**config.mk**
```make
export PLATFORM = sky130hd
export DESIGN_NAME = gcd_top
export DESIGN_NICKNAME = d
export VERILOG_FILES = /design/src/gcd_pkg.sv /design/src/gcd_chan.sv /design/src/gcd_top.sv
export VERILOG_INCLUDE_DIRS = /design/src
export SDC_FILE = /design/constraint.sdc
export NUM_CORES = 1
export LEC_CHECK = 0
export CAP_MARGIN = 20
export CORE_MARGIN = 5
export CORE_UTILIZATION = 65
export DETAILED_ROUTE_END_ITERATION = 10
export DONT_BUFFER_PORTS = 1
export PLACE_DENSITY_LB_ADDON = 0.15
export SYNTH_ARGS = -nofsm -noshare
export SYNTH_HDL_FRONTEND = slang
export SYNTH_SLANG_ARGS = --single-unit
```
**constraint.sdc**
```tcl
create_clock -name sys_clk_i -period 27.9 [get_ports sys_clk_i]
set_input_delay 1.395 -clock sys_clk_i [delete_from_list [all_inputs] [get_ports sys_clk_i]]
set_output_delay 1.395 -clock sys_clk_i [all_outputs]
set_load 0.02 [all_outputs]
```
**src/gcd_regs.svh**
```systemverilog
// Timing and field constants for the six-channel gate control block
`ifndef GCD_REGS_SVH
`define GCD_REGS_SVH
`define GCD_NCH 6
`define GCD_CNT_W 16
`define GCD_ON_BLANK_CNT 16'h0064
`define GCD_OFF_BLANK_CNT 16'h0064
`define GCD_FILTER_CNT 16'h0032
`define GCD_REFRESH_SHORT_MS 10
`define GCD_REFRESH_LONG_MS 40
`define GCD_CLK_HZ 25000000
`define GCD_REFRESH_SHORT_CYC ((`GCD_CLK_HZ / 1000) * `GCD_REFRESH_SHORT_MS)
`define GCD_REFRESH_LONG_CYC ((`GCD_CLK_HZ / 1000) * `GCD_REFRESH_LONG_MS)
`define GCD_FC_NONE 2'h0
`define GCD_FC_OPEN 2'h1
`define GCD_FC_GND 2'h2
`define GCD_FC_SHORT 2'h3
`endif

```
**src/gcd_pkg.sv**
```systemverilog
// Types shared by the gate control block
`default_nettype none
package gcd_pkg;
  typedef enum logic [1:0] {
    GCD_FC_NONE_E  = 2'b00,
    GCD_FC_OPEN_E  = 2'b01,
    GCD_FC_GND_E   = 2'b10,
    GCD_FC_SHORT_E = 2'b11
  } gcd_fault_e;
  typedef enum logic [1:0] {
    GCD_ST_IDLE   = 2'b00,
    GCD_ST_BLANK  = 2'b01,
    GCD_ST_STABLE = 2'b10,
    GCD_ST_FILTER = 2'b11
  } gcd_state_e;
  // Comparator results for one channel
  typedef struct packed {
    logic above_short;
    logic above_open;
    logic below_gnd;
  } gcd_fb_s;
  typedef logic [11:0] gcd_codes_t;
endpackage
`default_nettype wire

```
**src/gcd_chan.sv**
```systemverilog
// One channel: blanking/filter timer, fault detect and shutdown
`timescale 1ns/10ps
`default_nettype none
`include "gcd_regs.svh"
module gcd_chan (
  input wire logic sys_clk_i,
  input wire logic sys_rst_i,
  input wire logic diag_en_i,
  input wire logic diag_rise_i,
  input wire logic cmd_on_i,
  input wire logic rearm_i,
  input wire logic latch_mode_i,
  input wire logic long_refresh_i,
  input wire gcd_pkg::gcd_fb_s fb_i,
  output logic shorted_o,
  output gcd_pkg::gcd_fault_e code_o,
  output logic fault_evt_o
);
  import gcd_pkg::*;
  gcd_state_e state_reg;
  logic [`GCD_CNT_W-1:0] tmr_reg;
  logic [20:0] retry_reg;
  logic cmd_on_d_reg;
  logic fault_on, fault_off, expired;
  gcd_fault_e off_code;

  assign expired = (tmr_reg == '0);
  assign fault_on = fb_i.above_short;
  assign fault_off = !fb_i.above_open;
  always_comb begin
    if (fb_i.below_gnd) begin
      off_code = GCD_FC_GND_E;
    end else begin
      off_code = GCD_FC_OPEN_E;
    end
  end

  always_ff @(posedge sys_clk_i or posedge sys_rst_i) begin
    if (sys_rst_i) begin
      cmd_on_d_reg <= 1'b0;
    end else begin
      cmd_on_d_reg <= cmd_on_i && !shorted_o;
    end
  end

  // Timer state: blank after each commanded edge, filter on threshold cross
  always_ff @(posedge sys_clk_i or posedge sys_rst_i) begin
    if (sys_rst_i) begin
      state_reg <= GCD_ST_IDLE;
      tmr_reg <= '0;
    end else if (!diag_en_i) begin
      state_reg <= GCD_ST_IDLE;
      tmr_reg <= '0;
    end else if (diag_rise_i ||
                 ((cmd_on_i && !shorted_o) != cmd_on_d_reg)) begin
      state_reg <= GCD_ST_BLANK;
      tmr_reg <= (cmd_on_i && !shorted_o) ? `GCD_ON_BLANK_CNT
                                          : `GCD_OFF_BLANK_CNT;
    end else begin
      case (state_reg)
        GCD_ST_BLANK, GCD_ST_FILTER: begin
          if (expired) begin
            state_reg <= GCD_ST_STABLE;
          end else begin
            tmr_reg <= tmr_reg - 1'b1;
          end
        end
        GCD_ST_STABLE: begin
          if ((cmd_on_d_reg && fault_on) || (!cmd_on_d_reg && fault_off)) begin
            state_reg <= GCD_ST_FILTER;
            tmr_reg <= `GCD_FILTER_CNT;
          end
        end
        default: state_reg <= GCD_ST_IDLE;
      endcase
    end
  end

  // Sample feedback only once a timer has run out
  logic sample;
  assign sample = diag_en_i && expired &&
                  (state_reg == GCD_ST_BLANK || state_reg == GCD_ST_FILTER);

  always_ff @(posedge sys_clk_i or posedge sys_rst_i) begin
    if (sys_rst_i) begin
      code_o <= GCD_FC_NONE_E;
      fault_evt_o <= 1'b0;
    end else begin
      fault_evt_o <= 1'b0;
      if (sample && cmd_on_d_reg && fault_on) begin
        code_o <= GCD_FC_SHORT_E;
        fault_evt_o <= 1'b1;
      end else if (sample && !cmd_on_d_reg && fault_off) begin
        code_o <= off_code;
        fault_evt_o <= 1'b1;
      end
    end
  end

  // Shorted-load shutdown: latch-off or timed retry
  always_ff @(posedge sys_clk_i or posedge sys_rst_i) begin
    if (sys_rst_i) begin
      shorted_o <= 1'b0;
      retry_reg <= '0;
    end else if (!diag_en_i || rearm_i) begin
      shorted_o <= 1'b0;
      retry_reg <= '0;
    end else if (sample && cmd_on_d_reg && fault_on) begin
      shorted_o <= 1'b1;
      retry_reg <= long_refresh_i ? 21'(`GCD_REFRESH_LONG_CYC)
                                  : 21'(`GCD_REFRESH_SHORT_CYC);
    end else if (shorted_o && !latch_mode_i) begin
      if (retry_reg == '0) begin
        shorted_o <= 1'b0;
      end else begin
        retry_reg <= retry_reg - 1'b1;
      end
    end
  end
endmodule // gcd_chan
`default_nettype wire

```
**src/gcd_top.sv**
```systemverilog
// Six-channel gate control and diagnostic top level
`timescale 1ns/10ps
`default_nettype none
`include "gcd_regs.svh"
module gcd_top (
  input wire logic sys_clk_i,
  input wire logic sys_rst_i,
  input wire logic por_n_i,
  input wire logic soft_reset_enable_i,
  input wire logic output_enable_input_i,
  input wire logic [5:0] on_input_i,
  input wire logic gate_sel_wr_i,
  input wire logic [5:0] gate_sel_data_i,
  input wire logic [5:0] latch_mode_i,
  input wire logic [1:0] long_refresh_i,
  input wire logic [5:0] fb_above_short_i,
  input wire logic [5:0] fb_above_open_i,
  input wire logic [5:0] fb_below_gnd_i,
  output logic [5:0] gate_drive_out_o,
  output logic [5:0] gate_sel_o,
  output gcd_pkg::gcd_codes_t fault_codes_o,
  output logic fault_flag_n_o
);
  import gcd_pkg::*;
  // Pin inputs: three stages, change accepted when stages two and three agree
  localparam int NS = 3 + 6 + 18;
  logic [NS-1:0] s1_reg, s2_reg, s3_reg, filt_reg;
  logic [NS-1:0] raw;
  assign raw = {por_n_i, soft_reset_enable_i, output_enable_input_i,
                on_input_i, fb_above_short_i, fb_above_open_i,
                fb_below_gnd_i};
  always_ff @(posedge sys_clk_i or posedge sys_rst_i) begin
    if (sys_rst_i) begin
      s1_reg <= '0;
      s2_reg <= '0;
      s3_reg <= '0;
      filt_reg <= '0;
    end else begin
      s1_reg <= raw;
      s2_reg <= s1_reg;
      s3_reg <= s2_reg;
      filt_reg <= (s2_reg & s3_reg) | (filt_reg & (s2_reg | s3_reg));
    end
  end
  logic por_ok, en1, en2;
  logic [5:0] on_req, f_short, f_open, f_gnd;
  assign {por_ok, en1, en2, on_req, f_short, f_open, f_gnd} = filt_reg;

  logic diag_en, diag_en_d_reg, diag_rise;
  assign diag_en = por_ok && en1 && en2;
  always_ff @(posedge sys_clk_i or posedge sys_rst_i) begin
    if (sys_rst_i) begin
      diag_en_d_reg <= 1'b0;
    end else begin
      diag_en_d_reg <= diag_en;
    end
  end
  assign diag_rise = diag_en && !diag_en_d_reg;

  // Gate-select bits
  always_ff @(posedge sys_clk_i or posedge sys_rst_i) begin
    if (sys_rst_i) begin
      gate_sel_o <= '0;
    end else if (!en1 || !por_ok) begin
      gate_sel_o <= '0;
    end else if (gate_sel_wr_i) begin
      gate_sel_o <= gate_sel_data_i;
    end
  end

  // Re-arm on request release or output-enable off
  logic [5:0] req, req_d_reg, rearm;
  logic en2_d_reg;
  assign req = on_req | gate_sel_o;
  always_ff @(posedge sys_clk_i or posedge sys_rst_i) begin
    if (sys_rst_i) begin
      req_d_reg <= '0;
      en2_d_reg <= 1'b0;
    end else begin
      req_d_reg <= req;
      en2_d_reg <= en2;
    end
  end
  assign rearm = (req_d_reg & ~req) | {6{en2_d_reg && !en2}};

  logic [5:0] shorted, evt;
  gcd_fault_e codes [6];
  for (genvar c = 0; c < 6; c++) begin : g_ch
    gcd_fb_s fb;
    assign fb = {f_short[c], f_open[c], f_gnd[c]};
    gcd_chan u_chan (
      .sys_clk_i(sys_clk_i),
      .sys_rst_i(sys_rst_i),
      .diag_en_i(diag_en),
      .diag_rise_i(diag_rise),
      .cmd_on_i(req[c]),
      .rearm_i(rearm[c]),
      .latch_mode_i(latch_mode_i[c]),
      .long_refresh_i(long_refresh_i[c / 3]),
      .fb_i(fb),
      .shorted_o(shorted[c]),
      .code_o(codes[c]),
      .fault_evt_o(evt[c])
    );
  end

  // Gate outputs
  always_ff @(posedge sys_clk_i or posedge sys_rst_i) begin
    if (sys_rst_i) begin
      gate_drive_out_o <= '0;
    end else begin
      gate_drive_out_o <= {6{por_ok && en1 && en2}} & ~shorted & req;
    end
  end

  // Fault code latches: codes held until soft reset or power ok goes low
  always_ff @(posedge sys_clk_i or posedge sys_rst_i) begin
    if (sys_rst_i) begin
      fault_codes_o <= '0;
    end else if (!en1 || !por_ok) begin
      fault_codes_o <= '0;
    end else begin
      for (int c = 0; c < 6; c++) begin
        if (evt[c]) begin
          fault_codes_o[2*c +: 2] <= codes[c];
        end
      end
    end
  end

  always_ff @(posedge sys_clk_i or posedge sys_rst_i) begin
    if (sys_rst_i) begin
      fault_flag_n_o <= 1'b1;
    end else if (!en1 || !por_ok) begin
      fault_flag_n_o <= 1'b1;
    end else if (|evt) begin
      fault_flag_n_o <= 1'b0;
    end
  end
endmodule // gcd_top
`default_nettype wire

```
==> flow_metrics.py, run 1 <==
metrics = {
    "clock_tree": {
        "htree_levels": 2,
        "post_cts_buffers": 0,
        "ctsResizeCount": 0,
        "cts_root_buffer": "clkbuf_16",
        "cts_buffer_depth": 3,
        "numCtsBuffers": 42,
        "path_clk_slew_ns": 0.06,
        "tritoncts": "built",
        "cts.sinks": 404,
        "clkLatencyLatePin_ns": 0.54,
        "holdBufCountCts": 0,
    },
    "sta": {
        "tightest_slew_ns": 1.084,
        "hold_viol": 0,
        "finClkSkew_ns": 0.01019,
        "max_slew_margin_pct": 27.14,
        "finalSetupViolations": 0,
        "min_period_ns": 3.438,
        "setup_tns_ns": 0,
        "rsz0062_at_grt": "false",
        "slew_violations": 0,
        "fmax_mhz": 290.9,
        "finalCritPeriodShare_pct": 12.32,
    },
    "logic_synthesis": {
        "ys.flop_type": "dfrtp_1",
        "synth-seq-cells": 404,
        "synth_edf_count": 0,
        "synthMuxAreaShare_pct": 1.438,
        "yosysWarnings": 0,
        "avgSynthCellArea_um2": 10.19,
        "netlist_instances": 1810,
        "synth_top_family_by_area": "simple AND/OR/NAND/NOR gates",
        "async_reset_ff_share_pct": 100.0,
        "netlist_area_um2": 18450,
        "ys_seq_area_share_pct": 54.80,
        "synthesis.nets": 1878,
        "synthAdderAreaFrac_pct": 3.092,
        "synthSimpleGateAreaFrac_pct": 19.77,
        "yosys.area_share.xor_xnor_pct": 6.930,
        "synth_compound_area_share_pct": 11.68,
        "synthDistinctLibCells": 75,
    },
    "die": {
        "die-height_um": 178.5,
        "rows": 61,
        "start_util_pct": 66.05,
        "dieArea_um2": 31860,
        "pin_count": 69,
        "fp.coreArea_um2": 27930,
        "die_x_um": 178.5,
    },
    "run": {
        "drv_cap": 0,
    },
    "grt": {
        "grtUsageTotal_pct": 25.54,
        "grt_overflow_total": 0,
        "grt_pass1_wl_um": 66930,
        "grt_pass1_vias": 13450,
        "antenna_found_initial": 0,
        "grt_max_degree": 177,
    },
    "layout": {
        "fillers": 1988,
        "drive_gt1_share_pct": 6.368,
        "final_common_cell": "dfrtp_1",
        "final_nets": 1888,
        "syn_to_final_growth_pct": 10.88,
        "regArea_um2": 10110,
        "final_cell_mix": "dfrtp_1 (403), nor2_1 (227), a21oi_1 (126), nand2_1 (117), o21ai_0 (90)",
        "multiInputGateArea_um2": 7924,
        "utilization_pct": 73.24,
        "largest_reg_flops": 126,
    },
    "place": {
        "gp_congestion": 0.8994,
        "io_buffer_count": 0,
        "dp_hpwl_um": 26610,
    },
    "outcome": {
        "status": "finished clean",
    },
    "power_and_ir_drop": {
        "pwr_density_cell_nw_per_um2": 66.23,
        "vdd_drop_max_mv": 0.07023,
        "p_leak_nw": 9.058,
    },
    "worst_hold_path": {
        "hold_class": "register to register",
    },
    "routing": {
        "vias_per_cell": 6.176,
        "drt-pass1-iter-count": 5,
        "ant_nets": 0,
        "drc": 0,
        "vias": 13780,
        "drt-initial-drc-count": 1263,
        "wl_um": 40040,
        "wire_per_inst_um": 17.94,
    },
    "setup_path": {
        "worstSetupPathType": "register to register",
        "crit_path_frequent_cell": "buf_4",
        "cp.required_ns": 28.28,
        "end_kind": "register",
        "max_stage_delay_ns": 0.74,
        "worst_path_max_delay_cell": "a2bb2oi_1",
        "cp_max_fo": 43,
        "path_cells": "nand3_2 > buf_4 > clkinv_1 > buf_4 > nand4_1 > a2bb2oi_1 > nor2_1 > o41ai_1 > a21oi_1",
        "crit_family": "compound AO/OA/AOI/OAI gates",
        "path_buf_inv": 3,
        "worstPathArrival_ns": 3.81,
        "worst_setup_path_start_kind": "register",
    },
}
==> worst register-to-register path, cell delays in order, from the launching register on <==
cell and delay [ns]:
dfrtp_1 0.41, nand3_2 0.08, buf_4 0.42, clkinv_1 0.19
buf_4 0.30, nand4_1 0.20, a2bb2oi_1 0.74, nor2_1 0.39
o41ai_1 0.43, a21oi_1 0.11
==> path summary, 6_finish.rpt <==
check | startpoint | end | slack (ns) | cells after the start
min in group asynchronous | sys_rst_i | g_ch[4].u_chan.tmr_reg[8]$_DFFE_PP0P_ | 0.61 | 1
max reg2reg | filt_reg[25]$_DFF_PP0_ | g_ch[5].u_chan.tmr_reg[8]$_DFFE_PP0P_ | 24.46 | 9
max | filt_reg[25]$_DFF_PP0_ | g_ch[5].u_chan.tmr_reg[8]$_DFFE_PP0P_ | 24.46 | 9
min | s1_reg[14]$_DFF_PP0_ | s2_reg[14]$_DFF_PP0_ | 0.34 | 0
max in group asynchronous | sys_rst_i | g_ch[1].u_chan.retry_reg[10]$_DFFE_PP0P_ | 25.77 | 4
min reg2reg | s1_reg[14]$_DFF_PP0_ | s2_reg[14]$_DFF_PP0_ | 0.34 | 0
==> final cells by class <==
cell class / instances / share of cell area (%)
sequential: 404 / 49.42
multi-input combinational: 1296 / 38.73
tap: 378 / 2.312
inverter: 62 / 1.174
timing repair buffer: 14 / 0.7583
clock buffer: 57 / 6.067
clock inverter: 20 / 1.529
antenna: 1 / 0.01223
==> power breakdown <==
| part | switching (mW) | internal [mW] | total, mW | leakage, nW |
|---|---|---|---|---|
| clock network | 0.231 | 0.386 | 0.617 | 0.752 |
| registers | 0.0197 | 0.607 | 0.627 | 5.34 |
| logic | 0.0735 | 0.0376 | 0.111 | 2.96 |
==> layer usage <==
metal	wire length (um)	global-route usage (%)	vias to the layer above	part of all wire, %
met2	19120	41.29	419	48
li1	-	-	6461	-
met5	0	0	-	0
met1	17660	36.04	6819	44
met4	996	8.091	0	2.5
met3	2264	3.942	85	5.7
==> synthesized netlist by cell type (all sizes together), types with 19 or more instances <==
cell / instances / share of area [%]
nor3: 80 / 2.2
nor2: 227 / 4.6
or3: 40 / 1.4
nor4: 58 / 2.0
clkbuf: 37 / 0.75
nand2: 117 / 2.4
nand3: 39 / 1.1
a31oi: 23 / 0.78
xor2: 63 / 3.0
o21ai: 92 / 2.5
mux2i: 22 / 1.2
a21oi: 127 / 3.5
or4: 19 / 0.77
maj3: 27 / 1.5
nand4: 21 / 0.71
ha: 24 / 1.6
nand2b: 31 / 1.1
dfrtp: 403 / 55
inv: 61 / 1.2
xnor2: 83 / 3.9
==> kinds of logic (layout without fill, tap and decap cells) <==
logic type | count (synthesis) | after routing
compound gates | 352 | 352
xor+xnor | 146 | 146
fa+ha+maj | 51 | 51
buf+inv | 110 | 153
flops | 404 | 404
mux | 26 | 26
other cells | 0 | 1
simple gates | 721 | 721
==> stage by stage <==
stage	setup WS [ns]	std cells	total power [mW]	hold slack, ns	area (um^2)
detailed placement	24.58	2150	0.7454	0.3347	18840
global placement	24.71	2149	0.7421	0.3329	18830
floorplan	15.27	1810	0.7156	0.3312	18450
CTS	24.54	2227	1.365	0.3488	20390
global route	24.26	2231	1.406	0.3557	20460
finish	24.46	2232	1.355	0.3434	20460
Note: power is estimated with default switching activity, not from simulation.
==> inputs of run 2 (changes only) <==
--- a/config.mk
+++ b/config.mk
@@ -6,9 +6,10 @@
 export SDC_FILE = /design/constraint.sdc
 export NUM_CORES = 1
 export LEC_CHECK = 0
+export ABC_AREA = 1
 export CAP_MARGIN = 20
 export CORE_MARGIN = 5
-export CORE_UTILIZATION = 65
+export CORE_UTILIZATION = 64
 export DETAILED_ROUTE_END_ITERATION = 10
 export DONT_BUFFER_PORTS = 1
 export PLACE_DENSITY_LB_ADDON = 0.15
==> constraint.sdc (replaced) <==
create_clock -name sys_clk_i -period 3.22 [get_ports sys_clk_i]
set_input_delay 0.161 -clock sys_clk_i [delete_from_list [all_inputs] [get_ports sys_clk_i]]
set_output_delay 0.161 -clock sys_clk_i [all_outputs]
set_load 0.02 [all_outputs]
==> run 2 against run 1 <==
Compared with the run above:
- sequential power rose to 8.9 times the previous value
- critical path depth up 1
- global-route usage up 2.2 points
- clock-buffer cell count up 4
- maximum frequency up 32%
==> flow_metrics.py, run 2 <==
metrics = {
    "outcome": {
        "status": "finished clean",
    },
    "logic_synthesis": {
        "synth_common_cells": "nand2_1 (787), nor2_1 (442), dfrtp_1 (403)",
        "synth.top_cell.area_share_pct": 46.64,
        "synthMuxAreaShare_pct": 0,
        "ys.flop_type": "dfrtp_1",
        "synth-seq-cells": 404,
        "yosysWarnings": 0,
        "ys_seq_area_share_pct": 46.77,
        "ys_top_cells_by_area": "dfrtp_1 (47%), nand2_1 (14%), nor2_1 (7.7%), nand3_1 (6.8%), inv_1 (6.3%)",
        "avgSynthCellArea_um2": 7.404,
        "synth_top_family_by_area": "simple AND/OR/NAND/NOR gates",
        "yosysTopAreaCell": "dfrtp_1",
        "synthSimpleGateAreaFrac_pct": 33.02,
        "synthAdderAreaFrac_pct": 2.639,
        "netlist_area_um2": 21620,
        "synth.most_common_cell": "nand2_1",
        "netlist_instances": 2920,
        "synthDistinctLibCells": 47,
        "synth_edf_count": 0,
        "yosys.area_share.xor_xnor_pct": 2.025,
        "synth_compound_area_share_pct": 7.541,
        "synthesis.nets": 2988,
        "async_reset_ff_share_pct": 100.0,
    },
    "setup_path": {
        "cp_max_fo": 40,
        "path_cells": "nand2_2 > inv_2 > nand2_4 > buf_12 > nor2_2 > nand3_2 > nand2_1 > inv_1 > nand2_1 > o21ai_0",
        "critPathLaunch": "filt_reg[25]$_DFF_PP0_",
        "ff2ff_setup_slack_ns": 0.62,
        "r2r_cells": 10,
        "max_stage_delay_ns": 0.43,
        "crit_path_frequent_cell": "nand2_1",
        "endpoint": "g_ch[0].u_chan.tmr_reg[6]$_DFFE_PP0P_",
        "r2r_end": "g_ch[0].u_chan.tmr_reg[6]$_DFFE_PP0P_",
        "path_buf_inv": 3,
        "crit_family": "simple AND/OR/NAND/NOR gates",
        "cp_num_cells": 10,
        "worstPathArrival_ns": 3.01,
        "r2r_start": "filt_reg[25]$_DFF_PP0_",
        "worst_setup_path_start_kind": "register",
        "worst_path_max_delay_cell": "nand3_2",
        "worstSetupPathType": "register to register",
        "end_kind": "register",
        "cp.required_ns": 3.63,
    },
    "place": {
        "place_ws_ns": 0.6439,
        "io_buffer_count": 0,
        "gp_congestion": 0.9463,
        "dp_hpwl_um": 36860,
        "post_dp_cell_area_um2": 22110,
    },
    "sta": {
        "setup_slack_ns": 0.6209,
        "min_period_ns": 2.599,
        "rsz0062_at_grt": "false",
        "max_slew_margin_pct": 46.14,
        "finalCritPeriodShare_pct": 80.72,
        "tightest_slew_ns": 0.8080,
        "finClkSkew_ns": 0.009753,
        "fmax_mhz": 384.8,
        "finalSetupViolations": 0,
        "slew_violations": 0,
        "hold_viol": 0,
        "hold_ws_ns": 0.01051,
    },
    "power_and_ir_drop": {
        "vdd_drop_max_mv": 0.4734,
        "power_mw": 13.15,
        "pwr_density_cell_nw_per_um2": 548.1,
        "p_leak_nw": 12.87,
    },
    "routing": {
        "wire_per_inst_um": 15.19,
        "drt-pass1-iter-count": 9,
        "drt-initial-drc-count": 1406,
        "wl_um": 52520,
        "drc": 0,
        "vias_per_cell": 5.525,
        "vias": 19110,
        "ant_nets": 0,
    },
    "die": {
        "fp.coreArea_um2": 33450,
        "start_util_pct": 64.64,
        "rows": 67,
        "dieArea_um2": 37560,
        "die-height_um": 193.8,
        "die_x_um": 193.8,
        "pin_count": 69,
    },
    "clock_tree": {
        "htree_levels": 2,
        "cts.sinks": 404,
        "clkLatencyLatePin_ns": 0.55,
        "cts_root_buffer": "clkbuf_16",
        "tritoncts": "built",
        "numCtsBuffers": 43,
        "path_clk_slew_ns": 0.06,
        "post_cts_buffers": 0,
        "cts_buffer_depth": 3,
    },
    "layout": {
        "largest_reg_flops": 126,
        "design_area_um2": 23990,
        "final_cell_mix": "nand2_1 (787), nor2_1 (442), dfrtp_1 (403), inv_1 (363), nand3_1 (292)",
        "syn_to_final_growth_pct": 10.98,
        "final_nets": 3044,
        "drive_gt1_share_pct": 5.818,
        "fillers": 2618,
        "regArea_um2": 10110,
        "final_common_cell": "nand2_1",
        "multiInputGateArea_um2": 9778,
    },
    "grt": {
        "grt_max_degree": 107,
        "antenna_found_initial": 2,
        "grt_overflow_total": 0,
        "grtUsageTotal_pct": 27.71,
        "grt_pass1_wl_um": 88620,
        "grt_pass1_vias": 18580,
    },
    "worst_hold_path": {
        "hold_class": "input pin to register",
    },
    "run": {
        "drv_cap": 0,
    },
}
[run 2: area by class of cell]
type / count / area share (%)
antenna: 2 / 0.02086
timing repair buffer: 61 / 2.722
clock buffer: 61 / 5.319
sequential: 404 / 42.14
clock inverter: 16 / 0.7300
tap: 448 / 2.336
multi-input combinational: 2085 / 40.75
inverter: 381 / 5.981
[run 2: timing repair]
action	4_1_cts	5_1_grt
endpoints found under the hold margin	89	1
hold buffers	42	1
resized for setup	0	0
[run 2: worst min path at each step]
| stage | start | to | cells after the start |
|---|---|---|---|
| 2_1_floorplan | fb_below_gnd_i[0] | s1_reg[0]$_DFF_PP0_ | 0 |
| 3_3_place_gp | sys_rst_i | s1_reg[6]$_DFF_PP0_ | 1 |
| 3_5_place_dp | sys_rst_i | s1_reg[6]$_DFF_PP0_ | 1 |
| 4_1_cts | long_refresh_i[1] | g_ch[4].u_chan.retry_reg[12]$_DFFE_PP0P_ | 3 |
| 6_report | long_refresh_i[1] | g_ch[5].u_chan.retry_reg[7]$_DFFE_PP0P_ | 3 |
| 5_1_grt | long_refresh_i[1] | g_ch[4].u_chan.retry_reg[15]$_DFFE_PP0P_ | 3 |
[run 2: per-layer routing]
layer	track usage, %	vias up	wire length, um
li1	-	9379	-
met5	0	-	0
met4	10.07	0	1525
met2	45.67	577	25180
met3	4.466	108	2929
met1	37.54	9043	22890
[run 2: per-stage QoR]
| step | TNS (ns) | utilization [%] | std cells |
|---|---|---|---|
| finish | 0 | 71.74 | 3458 |
| global route | 0 | 71.74 | 3458 |
| CTS | 0 | 71.69 | 3455 |
| detailed placement | 0 | 66.09 | 3336 |
| global placement | 0 | 66.09 | 3336 |
| floorplan | -960.79 | - | 2920 |
[run 2: logic make-up (layout without fill, tap and decap cells)]
kind of cell / after synthesis / in the layout
AO/OA/AOI/OAI: 303 / 303
XOR/XNOR: 50 / 50
adder cells (fa/ha/maj): 51 / 51
buffers and inverters: 431 / 519
flip-flops: 404 / 404
other: 0 / 2
AND/OR/NAND/NOR: 1681 / 1681
[run 2: power by group]
group          switching, mW  internal (mW)
clock                   2.03           3.00
combinational           1.70          0.836
sequential             0.240           5.34
total                   3.97           9.18
[run 2: tightest hold or removal path: stages]
cell     delay [ns]
nand3_1        0.19
nand3_1        0.10
o21ai_0        0.06
==> inputs of run 3 (changes only) <==
--- a/config.mk
+++ b/config.mk
@@ -6,10 +6,10 @@
 export SDC_FILE = /design/constraint.sdc
 export NUM_CORES = 1
 export LEC_CHECK = 0
-export ABC_AREA = 1
+export ABC_AREA = 0
 export CAP_MARGIN = 20
 export CORE_MARGIN = 5
-export CORE_UTILIZATION = 64
+export CORE_UTILIZATION = 58
 export DETAILED_ROUTE_END_ITERATION = 10
 export DONT_BUFFER_PORTS = 1
 export PLACE_DENSITY_LB_ADDON = 0.15
==> constraint.sdc (replaced) <==
create_clock -name sys_clk_i -period 2.1 [get_ports sys_clk_i]
set_input_delay 0.105 -clock sys_clk_i [delete_from_list [all_inputs] [get_ports sys_clk_i]]
set_output_delay 0.105 -clock sys_clk_i [all_outputs]
set_load 0.02 [all_outputs]
==> run 3 against run 2 <==
Compared with the run above:
- the run now ends with negative setup slack left
- total power is 44% higher
- global-route usage is 0.85 points lower
- cell count is 24% lower
- clock skew is 0.012 ns higher
- clock power is 62% higher
- first-iteration DRC count is 25% lower
- via count is 18% lower
- combinational power is 4% lower
- wire length is 5.1% lower
- flip-flop and latch count stayed put
- critical path type unchanged
- largest cell class unchanged
==> flow_metrics.py, run 3 (same netlist as run 1, synthesis figures left out) <==
metrics = {
    "outcome": {
        "status": "finished with violations",
        "violations": "negative setup slack",
    },
    "clock_tree": {
        "cts_buffer_depth": 3,
        "cts_root_buffer": "clkbuf_16",
        "numCtsBuffers": 43,
        "htree_levels": 2,
        "path_clk_slew_ns": 0.06,
        "clkLatencyLatePin_ns": 0.56,
        "tritoncts": "built",
        "cts.sinks": 404,
    },
    "setup_path": {
        "worstPathArrival_ns": 2.83,
        "end_kind": "register",
        "r2r_cells": 7,
        "cp_max_fo": 6,
        "max_stage_delay_ns": 0.60,
        "cp_num_cells": 7,
        "endpoint": "g_ch[5].u_chan.retry_reg[15]$_DFFE_PP0P_",
        "critPathLaunch": "g_ch[5].u_chan.retry_reg[12]$_DFFE_PP0P_",
        "worst_setup_path_start_kind": "register",
        "r2r_end": "g_ch[5].u_chan.retry_reg[15]$_DFFE_PP0P_",
        "crit_path_frequent_cell": "or4_4",
        "crit_family": "simple AND/OR/NAND/NOR gates",
        "path_cells": "or4_4 > or4_4 > o21ai_4 > buf_6 > nor4_1 > xnor2_1 > a21oi_2",
        "worst_path_max_delay_cell": "or4_4",
        "path_buf_inv": 1,
        "r2r_start": "g_ch[5].u_chan.retry_reg[12]$_DFFE_PP0P_",
        "ff2ff_setup_slack_ns": -0.31,
        "worstSetupPathType": "register to register",
        "cp.required_ns": 2.52,
    },
    "routing": {
        "drt-initial-drc-count": 1060,
        "vias_per_cell": 5.928,
        "vias": 15640,
        "drt-pass1-iter-count": 5,
        "wl_um": 49850,
        "ant_nets": 0,
        "wire_per_inst_um": 18.89,
        "drc": 0,
    },
    "worst_hold_path": {
        "hold_depth": 4,
        "hold_class": "input pin to register",
        "hp-start": "latch_mode_i[2]",
    },
    "run": {
        "drv_cap": 0,
    },
    "grt": {
        "grt_overflow_total": 0,
        "antenna_found_initial": 0,
        "grt_pass1_wl_um": 79790,
        "grt_max_degree": 93,
        "grtUsageTotal_pct": 26.86,
        "grt_pass1_vias": 15840,
    },
    "sta": {
        "slew_violations": 0,
        "hold_viol": 0,
        "tightest_slew_ns": 0.7871,
        "finClkSkew_ns": 0.02155,
        "max_slew_margin_pct": 47.18,
        "min_period_ns": 2.412,
        "setup_tns_ns": -9.897,
        "fmax_mhz": 414.6,
        "setup_slack_ns": -0.3118,
        "finalCritPeriodShare_pct": 114.8,
        "finalSetupViolations": 86,
        "rsz0062_at_grt": "true",
    },
    "place": {
        "post_dp_cell_area_um2": 21480,
        "place_ws_ns": -0.4007,
        "io_buffer_count": 0,
        "dp_hpwl_um": 31240,
        "gp_congestion": 0.8958,
    },
    "power_and_ir_drop": {
        "vdd_drop_max_mv": 0.8702,
        "pwr_density_cell_nw_per_um2": 744.0,
        "p_leak_nw": 11.31,
    },
    "die": {
        "pin_count": 69,
        "die_x_um": 188.4,
        "fp.coreArea_um2": 31470,
        "rows": 65,
        "die-height_um": 188.4,
        "dieArea_um2": 35480,
        "start_util_pct": 58.62,
    },
    "layout": {
        "drive_gt1_share_pct": 30.98,
        "design_area_um2": 25410,
        "final_cell_mix": "dfrtp_1 (402), buf_4 (274), nor2_1 (206), nand2_1 (104), a21oi_1 (92)",
        "syn_to_final_growth_pct": 37.74,
        "largest_reg_flops": 126,
        "final_nets": 2270,
        "num_antenna_cells": 0,
        "final_common_cell": "dfrtp_1",
    },
}
run 3: changes by cell type in the layout (fill, tap and decap cells not counted), sizes merged, moves of 40 or more:
cell / previous run / this run
nand2: 801 / 118
buf: 18 / 344
inv: 377 / 61
nand3: 307 / 39
nor2: 461 / 227
o21ai: 200 / 92
xnor2: 12 / 83
nor4: 5 / 58
a21oi: 85 / 127
or3: 0 / 40
run 3: worst min-delay path by stage:
stage	slack, ns	to
floorplan	0.14	s1_reg[0]$_DFF_PP0_
global route	0.04	g_ch[5].u_chan.retry_reg[12]$_DFFE_PP0P_
global placement	0.01	g_ch[2].u_chan.tmr_reg[7]$_DFFE_PP0P_
finish	0.03	g_ch[2].u_chan.retry_reg[1]$_DFFE_PP0P_
detailed placement	0.02	g_ch[2].u_chan.tmr_reg[7]$_DFFE_PP0P_
CTS	-0.28	g_ch[3].u_chan.retry_reg[9]$_DFFE_PP0P_
run 3: timing repair:
item,in CTS,in global routing
endpoints found under the setup margin,146,216
hold endpoints to repair,335,11
buffers inserted,13,35
hold buffers,49,1
pin swaps,37,101
resized for setup,98,239
cloned,3,3
run 3: power breakdown:
group / internal (mW) / switching (mW)
sequential: 8.06 / 0.245
clock: 4.89 / 3.27
combinational: 1.10 / 1.33
run 3: cell type report:
| class | instances | area, um^2 |
|---|---|---|
| multi-input combinational | 1297 | 9520 |
| tap | 402 | 503.0 |
| timing repair buffer | 394 | 3487 |
| sequential | 404 | 10110 |
| fill | 1802 | 6060 |
| clock buffer | 50 | 1164 |
| clock inverter | 30 | 387.9 |
| inverter | 62 | 240.2 |
run 3: layer usage:
layer	share of wire [%]	vias up	track usage, %
li1	-	7226	-
met5	0	-	0
met3	6.4	92	5.243
met1	42	7831	36.52
met2	49	495	44.56
met4	2.6	0	7.595
run 3: worst register-to-register path, cell delays in order, from the launching register on:
cell	delay, ns
dfrtp_1	0.39
or4_4	0.54
or4_4	0.60
o21ai_4	0.17
buf_6	0.16
nor4_1	0.07
xnor2_1	0.26
a21oi_2	0.10
run 3: through the flow:
step                      hold WS, ns  util [%]  instances  power, mW
after floorplan                0.1364         -       1810      9.613
after global placement        0.01417     68.26       2459      10.35
after detailed placement      0.01981     68.26       2459      10.42
after CTS                     -0.2784     76.50       2604      18.80
after global routing          0.03519     80.75       2639      19.65
final                         0.02902     80.75       2639      18.91
